### src/trps_pkg.sv
// Package of constants and types for the three-rail power sequencer
package trps_pkg;
	// Power-up hold time in nanoseconds and the derived cycle count
	localparam int POWERUP_HOLD_NS = 100000;
	localparam int CLK_PERIOD_NS = 5;
	localparam int POWERUP_HOLD_CYC = (POWERUP_HOLD_NS + CLK_PERIOD_NS - 1) / CLK_PERIOD_NS;
	// Time-based gap between core and I/O rail edges
	localparam int SEQ_GAP_NS = 10000;
	localparam int SEQ_GAP_CYC = (SEQ_GAP_NS + CLK_PERIOD_NS - 1) / CLK_PERIOD_NS;
	// Serial slave: fixed upper address bits, command codes, status layout
	localparam logic [3:0] SLAVE_ADDR_HI = 4'h4;
	localparam logic [7:0] CMD_STATUS = 8'h01;
	localparam logic [7:0] CMD_OFF = 8'h02;
	localparam int ST_PRIMARY_BIT = 0;
	localparam int ST_CORE_BIT = 1;
	localparam int ST_IO_BIT = 2;
	localparam int ST_READY_BIT = 3;
	localparam logic [2:0] OFF_NONE = 3'h0;

	typedef enum logic [4:0] {
		TRPS_OFF = 5'h01,
		TRPS_CORE_UP = 5'h02,
		TRPS_ALL_UP = 5'h04,
		TRPS_IO_DOWN = 5'h08,
		TRPS_CORE_DOWN = 5'h10
	} trps_seq_t;

	typedef enum logic [5:0] {
		TRPS_IDLE = 6'h01,
		TRPS_ADDR = 6'h02,
		TRPS_CMD = 6'h04,
		TRPS_DATA = 6'h08,
		TRPS_RDBYTE = 6'h10,
		TRPS_ACK = 6'h20
	} trps_bus_t;
endpackage : trps_pkg

### src/trps_ctl_if.sv
// Interface between the sequencer core and its serial slave
`timescale 1ns/1ps
interface trps_ctl_if;
	logic [2:0] railStatus;
	logic readyState;
	logic [2:0] offRequest;
	logic offStrobe;
	modport core (input offRequest, input offStrobe, output railStatus, output readyState);
	modport slave (output offRequest, output offStrobe, input railStatus, input readyState);
endinterface : trps_ctl_if

### src/trps_smbus_slave.sv
// Serial bus slave: status read and switch turn-off commands
`timescale 1ns/1ps
module trps_smbus_slave
	import trps_pkg::*;
(
	input wire logic clk_sys,
	input wire logic reset,
	input wire logic sclSync,
	input wire logic sdaSync,
	input wire logic [2:0] slaveAddr,
	output logic sdaOe,
	trps_ctl_if.slave ctl
);
	trps_bus_t state;
	trps_bus_t retState;
	logic sclPrev;
	logic sdaPrev;
	logic [7:0] shiftReg;
	logic [3:0] bitCount;
	logic [7:0] command;
	wire sclRise = sclSync && !sclPrev;
	wire sclFall = !sclSync && sclPrev;
	wire startCond = sclSync && sdaPrev && !sdaSync;
	wire stopCond = sclSync && !sdaPrev && sdaSync;

	always_ff @(posedge clk_sys) begin
		if (reset) begin
			sclPrev <= 1'b1;
			sdaPrev <= 1'b1;
		end else begin
			sclPrev <= sclSync;
			sdaPrev <= sdaSync;
		end
	end

	always_ff @(posedge clk_sys) begin
		if (reset) begin
			state <= TRPS_IDLE;
			retState <= TRPS_IDLE;
			shiftReg <= 8'h00;
			bitCount <= 4'h0;
			command <= 8'h00;
			sdaOe <= 1'b0;
			ctl.offRequest <= OFF_NONE;
			ctl.offStrobe <= 1'b0;
		end else begin
			ctl.offStrobe <= 1'b0;
			if (startCond) begin
				state <= TRPS_ADDR;
				bitCount <= 4'h0;
				sdaOe <= 1'b0;
			end else if (stopCond) begin
				state <= TRPS_IDLE;
				sdaOe <= 1'b0;
			end else begin
				case (state)
				TRPS_IDLE: begin
					sdaOe <= 1'b0;
				end
				TRPS_ADDR, TRPS_CMD, TRPS_DATA: begin
					if (sclRise) begin
						shiftReg <= {shiftReg[6:0], sdaSync};
						bitCount <= bitCount + 4'h1;
					end else if (sclFall && bitCount == 4'h8) begin
						bitCount <= 4'h0;
						state <= TRPS_ACK;
						sdaOe <= 1'b1;
						if (state == TRPS_ADDR) begin
							// Only answer when the address straps match
							if (shiftReg[7:1] != {SLAVE_ADDR_HI, slaveAddr}) begin
								state <= TRPS_IDLE;
								sdaOe <= 1'b0;
							end
							retState <= shiftReg[0] ? TRPS_RDBYTE : TRPS_CMD;
							if (shiftReg[0])
								shiftReg <= {4'h0, ctl.readyState, ctl.railStatus};
						end else if (state == TRPS_CMD) begin
							command <= shiftReg;
							retState <= TRPS_DATA;
						end else begin
							if (command == CMD_OFF) begin
								ctl.offRequest <= shiftReg[2:0];
								ctl.offStrobe <= 1'b1;
							end
							retState <= TRPS_IDLE;
						end
					end
				end
				TRPS_ACK: begin
					if (sclFall) begin
						state <= retState;
						// Read byte drives zeros only; ones float high
						sdaOe <= (retState == TRPS_RDBYTE) ? !shiftReg[7] : 1'b0;
					end
				end
				TRPS_RDBYTE: begin
					if (sclFall) begin
						bitCount <= bitCount + 4'h1;
						shiftReg <= {shiftReg[6:0], 1'b0};
						sdaOe <= (bitCount < 4'h7) ? !shiftReg[6] : 1'b0;
						if (bitCount == 4'h7)
							state <= TRPS_IDLE;
					end
				end
				default: begin
					state <= TRPS_IDLE;
					sdaOe <= 1'b0;
				end
				endcase
			end
		end
	end
endmodule : trps_smbus_slave

### src/three_rail_power_sequencer.sv
// Top of the three-rail power sequencer
`timescale 1ns/1ps
module three_rail_power_sequencer
	import trps_pkg::*;
#(
	parameter int POWERUP_HOLD_CYCLES = POWERUP_HOLD_CYC,
	parameter int SEQ_GAP_CYCLES = SEQ_GAP_CYC
)(
	input wire logic clk_sys,
	input wire logic reset,
	input wire logic primarySupplyGood,
	input wire logic primary_switch_enable_in,
	input wire logic voltage_sequence_select,
	input wire logic timed_sequence_trigger,
	input wire logic feedbackAboveRef,
	input wire logic core_supply_monitor,
	input wire logic io_supply_monitor,
	input wire logic slave_addr_bit0,
	input wire logic slave_addr_bit1,
	input wire logic slave_addr_bit2,
	input wire logic sclIn,
	input wire logic sdaIn,
	output logic sdaOut,
	output logic sdaOe,
	output logic readyOut,
	output logic readyOe,
	output logic primarySwitch,
	output logic coreSwitch,
	output logic ioSwitch
);
	// Zero counts would skip the hold and gap states the ordering relies on
	if (POWERUP_HOLD_CYCLES < 1 || SEQ_GAP_CYCLES < 1) begin : g_bad_counts
		$error("hold and gap counts must be at least one cycle");
	end

	localparam int SYNC_W = 11;
	logic [SYNC_W-1:0] syncA;
	logic [SYNC_W-1:0] syncB;
	wire [SYNC_W-1:0] rawIn = {primarySupplyGood, primary_switch_enable_in, voltage_sequence_select,
		timed_sequence_trigger, feedbackAboveRef, core_supply_monitor, io_supply_monitor,
		slave_addr_bit2, slave_addr_bit1, slave_addr_bit0, sclIn};
	logic sdaA;
	logic sdaB;

	always_ff @(posedge clk_sys) begin
		if (reset) begin
			// Address pins idle low like their pull-downs; clock idles high so no false edge follows reset
			syncA <= 11'h001;
			syncB <= 11'h001;
			sdaA <= 1'b1;
			sdaB <= 1'b1;
		end else begin
			syncA <= rawIn;
			syncB <= syncA;
			sdaA <= sdaIn;
			sdaB <= sdaA;
		end
	end

	wire supplyOk = syncB[10];
	wire primaryEn = syncB[9];
	wire voltMode = syncB[8];
	wire timedTrig = syncB[7];
	wire fbAbove = syncB[6];
	wire [2:0] slaveAddr = syncB[3:1];
	wire sclSync = syncB[0];

	trps_ctl_if ctl ();

	trps_smbus_slave u_slave (
		.clk_sys(clk_sys),
		.reset(reset),
		.sclSync(sclSync),
		.sdaSync(sdaB),
		.slaveAddr(slaveAddr),
		.sdaOe(sdaOe),
		.ctl(ctl.slave)
	);

	// Host turn-off latches per rail; cleared on supply loss, primary when its enable goes away, core and I/O when timed trigger and voltage select are both low
	logic [2:0] hostOff;
	always_ff @(posedge clk_sys) begin
		if (reset) begin
			hostOff <= OFF_NONE;
		end else begin
			if (ctl.offStrobe)
				hostOff <= hostOff | ctl.offRequest;
			else if (!supplyOk)
				hostOff <= OFF_NONE;
			else begin
				if (!primaryEn)
					hostOff[0] <= 1'b0;
				if (!voltMode && !timedTrig)
					hostOff[2:1] <= 2'b00;
			end
		end
	end

	logic [31:0] holdCount;
	always_ff @(posedge clk_sys) begin
		if (reset) begin
			holdCount <= 32'h0;
			readyOe <= 1'b1;
		end else if (!supplyOk) begin
			holdCount <= 32'h0;
			readyOe <= 1'b1;
		end else if (holdCount < 32'(POWERUP_HOLD_CYCLES)) begin
			holdCount <= holdCount + 32'h1;
			readyOe <= 1'b1;
		end else begin
			readyOe <= 1'b0;
		end
	end

	always_ff @(posedge clk_sys) begin
		if (reset)
			primarySwitch <= 1'b0;
		else
			primarySwitch <= supplyOk && primaryEn && !hostOff[0];
	end

	trps_seq_t seqState;
	logic [31:0] gapCount;
	wire secondaryReq = supplyOk && (voltMode ? fbAbove : timedTrig);
	wire gapDone = gapCount >= 32'(SEQ_GAP_CYCLES);

	always_ff @(posedge clk_sys) begin
		if (reset) begin
			seqState <= TRPS_OFF;
			gapCount <= 32'h0;
		end else begin
			gapCount <= gapDone ? gapCount : gapCount + 32'h1;
			case (seqState)
			TRPS_OFF: begin
				if (secondaryReq) begin
					seqState <= TRPS_CORE_UP;
					gapCount <= 32'h0;
				end
			end
			TRPS_CORE_UP: begin
				if (!secondaryReq) begin
					seqState <= TRPS_CORE_DOWN;
					gapCount <= 32'h0;
				end else if (voltMode || gapDone) begin
					seqState <= TRPS_ALL_UP;
				end
			end
			TRPS_ALL_UP: begin
				if (!secondaryReq) begin
					seqState <= TRPS_IO_DOWN;
					gapCount <= 32'h0;
				end
			end
			TRPS_IO_DOWN: begin
				if (!supplyOk || voltMode || gapDone) begin
					seqState <= TRPS_CORE_DOWN;
					gapCount <= 32'h0;
				end
			end
			TRPS_CORE_DOWN: begin
				if (!supplyOk || voltMode || gapDone)
					seqState <= TRPS_OFF;
			end
			default: begin
				seqState <= TRPS_OFF;
			end
			endcase
		end
	end

	// Lockout forces the rails low at once, bypassing the orderly ramp-down
	always_ff @(posedge clk_sys) begin
		if (reset) begin
			coreSwitch <= 1'b0;
			ioSwitch <= 1'b0;
		end else begin
			coreSwitch <= supplyOk && !hostOff[1] && seqState != TRPS_OFF && seqState != TRPS_CORE_DOWN;
			ioSwitch <= supplyOk && !hostOff[2] && seqState == TRPS_ALL_UP;
		end
	end

	assign ctl.railStatus = {ioSwitch, coreSwitch, primarySwitch};
	assign ctl.readyState = !readyOe;

	always_ff @(posedge clk_sys) begin
		if (reset) begin
			readyOut <= 1'b0;
			sdaOut <= 1'b0;
		end else begin
			readyOut <= 1'b0;
			sdaOut <= 1'b0;
		end
	end
endmodule : three_rail_power_sequencer

### config.mk
export PLATFORM = sky130hd
export DESIGN_NAME = three_rail_power_sequencer
export DESIGN_NICKNAME = d
export VERILOG_FILES = /design/src/trps_pkg.sv /design/src/trps_ctl_if.sv /design/src/trps_smbus_slave.sv /design/src/three_rail_power_sequencer.sv
export SDC_FILE = /design/constraint.sdc
export NUM_CORES = 1
export LEC_CHECK = 0
export BUFFER_PORTS_ARGS = -buffer_cell sky130_fd_sc_hd__buf_2
export CORE_MARGIN = 2
export CORE_UTILIZATION = 55
export CTS_CLUSTER_DIAMETER = 200
export DETAILED_ROUTE_END_ITERATION = 7
export HOLD_SLACK_MARGIN = 0.12
export PLACE_DENSITY_LB_ADDON = 0.2
export SLEW_MARGIN = 20
export SYNTH_ARGS = -nofsm -noshare
export SYNTH_HDL_FRONTEND = slang
export SYNTH_SLANG_ARGS = --single-unit
export TNS_END_PERCENT = 30
### constraint.sdc
create_clock -name clk_sys -period 7 [get_ports clk_sys]
set_input_delay 1.75 -clock clk_sys [delete_from_list [all_inputs] [get_ports clk_sys]]
set_output_delay 1.75 -clock clk_sys [all_outputs]
set_load 0.02 [all_outputs]
# Yosys cells after proc, flatten, opt, wreduce, memory -nomap -nowiden
# Cells that the tools add are included.
# word_totals
in_bits,14
wordCells,180
reg_bits,139
out_inout_bits,7
# classes
order_cmp,3
addsub,3
mux,51
eq_ne,39
n_reduce_logical,49
bitwise_logic,10
# op_table
op,n
$mux 32,4
$pmux 32 s3,1
$add 32x1->32 const B,2
$mux 6,8
$mux 8,5
$mux 5,7
$ge 32x11->1 const B,1
$lt 32x15->1 const B,1
$pmux 5 s5,1
$pmux 6 s4,1
$reduce_and 6->1,3
$logic_and 1x1->1,16
$mux 4,4
$ne 4x1->1 const B,4
$pmux 8 s2,1
$ne 3x1->1 const B,5
$reduce_and 7->1,2
$logic_not 1->1,13
$eq 6x5->1 const B,2
$mux 1,12
$ne 2x2->1 const B,5
$reduce_and 5->1,2
$not 1->1,9
$eq 8x2->1 const B,1
other kinds (33),45

# Logic depth before layout (Yosys ltp)
# logic_depth
ltp_word,8
mapped_depth,7
mapped_depth_nobuf,6

# Modules after synthesis
# Synthesis repeated with hierarchy kept, for this count alone.
# unflattened
cells_unflattened,612
hier_area_um2,5749.3
# modules_own_cells
module,cells_each,seq_area_each_um2,instances,area_each_um2
three_rail_power_sequencer,383,1921.8,1,3663.5
trps_smbus_slave,229,740.7,1,2085.8

# Worst setup path before layout
# No wires, ideal clock.
# synth_timing
kind,input to register
from,input reset
to,register holdCount[0]
setup_time_ps,128
t_arrival_ps,2623
path_buffers,2
path_stages,5
slack_ps,4249
required_time_ps,6872
path_cell_list,clkbuf_1 inv_1 nand2_1 clkbuf_1 nor2_1
# synth_via
elab_chain_cells,1
# synth_lines
item,line_no,rtl
"start, declared",three_rail_power_sequencer.sv:10,"input wire logic reset,"
$reduce_or 2->1 (no source line),-,
"end signal, assigned",three_rail_power_sequencer.sv:108,holdCount <= holdCount + 32'h1;
"end, declared",three_rail_power_sequencer.sv:99,logic [31:0] holdCount;
# No other way between the ends.
# A chain may end at the register's enable or synchronous reset.

# Final worst setup path
# layout_timing
from,input reset
to,register holdCount[8]
# Same word-level chain as after synthesis.

==> results.ini <==
[floorplanning]
ios=21
die_h_um=103.8
rows=36
initial_core_util=0.5630
die_x_um=103.8
core_um2=9729
dieArea_um2=10770

[logic_synthesis]
synth.distinct_cells=62
synth_top_area_cell=dfxtp_1
async_flop_share=0
yosysSeqAreaShare=0.4861
yosysWarnings=0
synth-edff-count=0
syn_avg_cell_area_um2=9.175
synth_ff_type=dfxtp_1
synth_seq_cells=133
synth_area_leaders=dfxtp_1 49%, and2_1 6.3%, a21oi_1 3.3%, nand2_1 2.9%, nor2b_1 2.7%
netlist_instances=597
netlist.area_leader.share=0.4861
synthesis.area_um2=5478

[clock_network]
cts.sinks=133
cts_root_buf=clkbuf_8
cts_made_buffers=17
cts.clk_slew.worst_paths_ns=0.06
ctsHoldBuffers=0
htree_levels=4
post_cts_buffers=0
ctsResizeCount=0
cts_tree=done
clk_latency_ns=0.51
clock_path_buffers=2

[timing]
grt_setup_unrepaired=false
whs_ns=0.4073
hold_violations=0
max_freq_mhz=301.9
finalMaxSlewViolations=0
relSlewSlack=0.3500
post-route-period-util=0.4732
min_period_ns=3.312
fin_skew_ns=0.01286
setup_viol=0
setup_tns_ns=0
tightest_slew_ns=0.9660

[placement]
gp_congestion=0.8612
dp_hpwl_um=7176
io_buffers=16

[cells_and_area]
drive_gt1_frac=0.1041
nets=621
final_cell_mix=133 x dfxtp_1, 55 x and2_1, 42 x nand2_1, 36 x a21oi_1, 27 x nor2_1
final_core_util=0.6400
final_common_cell=dfxtp_1
multi_input_area_um2=2645
syn2layout_area_growth_pct=13.68
antenna_cells=0
fill_cells=827
regArea_um2=2663

[detailed_routing]
post_drt_wl_per_cell_um=14.51
dr_wl_met2_um=4992
routed-wl-met3_um=509
routed_via_density=5.714
ant_nets=0
highest_layer=met4
vias=4274
met1_length_um=5233
routed_wl_um=10850
drtIter0Drc=266
dr.pass1.iters=5
post-route-drc-count=0

[worst_hold_path]
min_path_cells=1
hp-class=reg -> reg

[critical_path]
r2r_cells=5
worstPathArrival_ns=3.71
cp-end-kind=flop
cp-start-kind=input pin
path_class=in -> reg
critPathRequiredTime_ns=7.40
crit_fanout=53

[power_and_ir_drop]
ir_drop_uv=230.8
p_leak_nw=2.408
p_per_area_nw_per_um2=286.2

[status]
status=finished, final reports clean

[run]
drv_cap=0

[global_routing]
grt_pass1_vias=3919
grt_pass1_wl_um=18340
grt.overflow.total=0
grt.total_usage=0.2063
antenna_found_initial=0
grt_max_degree=54

layout make-up:
type,count,share of cell area
clock buffer,17,0.06651
clock inverter,15,0.03134
inverter,13,0.007836
multi-input combinational,419,0.4248
sequential,133,0.4276
tap,133,0.02672
timing repair buffer,18,0.01527
metrics by stage:
| stage | worst slack (ns) | instance area (µm²) | std cells | power (mW) |
|---|---|---|---|---|
| 2_1_floorplan | 4.249 | 5482 | 598 | 0.8764 |
| 3_3_place_gp | 3.214 | 5604 | 716 | 0.8919 |
| 3_5_place_dp | 3.187 | 5604 | 716 | 0.8965 |
| 4_1_cts | 3.729 | 6213 | 748 | 1.798 |
| 5_1_grt | 3.539 | 6227 | 748 | 1.846 |
| 6_report | 3.688 | 6227 | 748 | 1.782 |
path summary, 6_finish.rpt:
path | startpoint | end | slack, ns
max | reset | holdCount[8]$_SDFFE_PP0P_ | 3.69
min | syncA[0]$_SDFF_PP1_ | syncB[0]$_SDFF_PP1_ | 0.41
max reg2reg | syncB[0]$_SDFF_PP1_ | u_slave.ctl.offRequest[2]$_SDFFE_PP0P_ | 4.43
min reg2reg | syncA[0]$_SDFF_PP1_ | syncB[0]$_SDFF_PP1_ | 0.41
cells in the mapped netlist, drive strengths merged (5+ instances only):
master / number
a21o: 5
nor2: 27
a21oi: 36
nor4: 21
dfxtp: 133
nand2: 42
nor2b: 24
inv: 13
and2: 56
nor3: 16
o21ai: 21
or3: 6
nand2b: 9
clkbuf: 26
and3: 6
nand4: 15
buf: 7
nand3: 16
a2111oi: 7
or2: 8
ha: 5
xor2: 15
xnor2: 6
mux2i: 11
per-layer routing:
layer	global-route usage	up-vias
met5	0	-
met4	0.07432	0
met3	0.04783	8
met2	0.3136	107
met1	0.2880	2014
li1	-	2145
critical path, stage by stage:
cell and delay [ns]:
buf_2 0.67, inv_1 0.39, nand2_1 0.53, nor2_1 0.07, a41o_1 0.25
kinds of logic (layout without fill, tap and decap cells):
kind of cell,count (synthesis),count (layout),synth area share
buf+inv,46,63,0.03426
compound gates,107,107,0.1288
mux,13,13,0.02421
simple gates,271,271,0.2810
xor+xnor,21,21,0.03358
other cells,1,2,0.0006846
fa+ha+maj,5,5,0.01142
flops,133,133,0.4861
state kept, by name (all words and copies together), names as in the netlist, 5 cells and up:
name and cells:
u_slave.shiftReg 8, syncA 9, gapCount 32, u_slave.state 6, holdCount 32, u_slave.command 8, syncB 9, seqState 5
where the power goes:
group,total [mW],internal (mW),switching [mW]
sequential,0.789,0.771,0.0178
combinational,0.0921,0.0391,0.0530
clock,0.901,0.553,0.348
total,1.78,1.36,0.419
No activity file was read; power rests on OpenSTA's default activity.
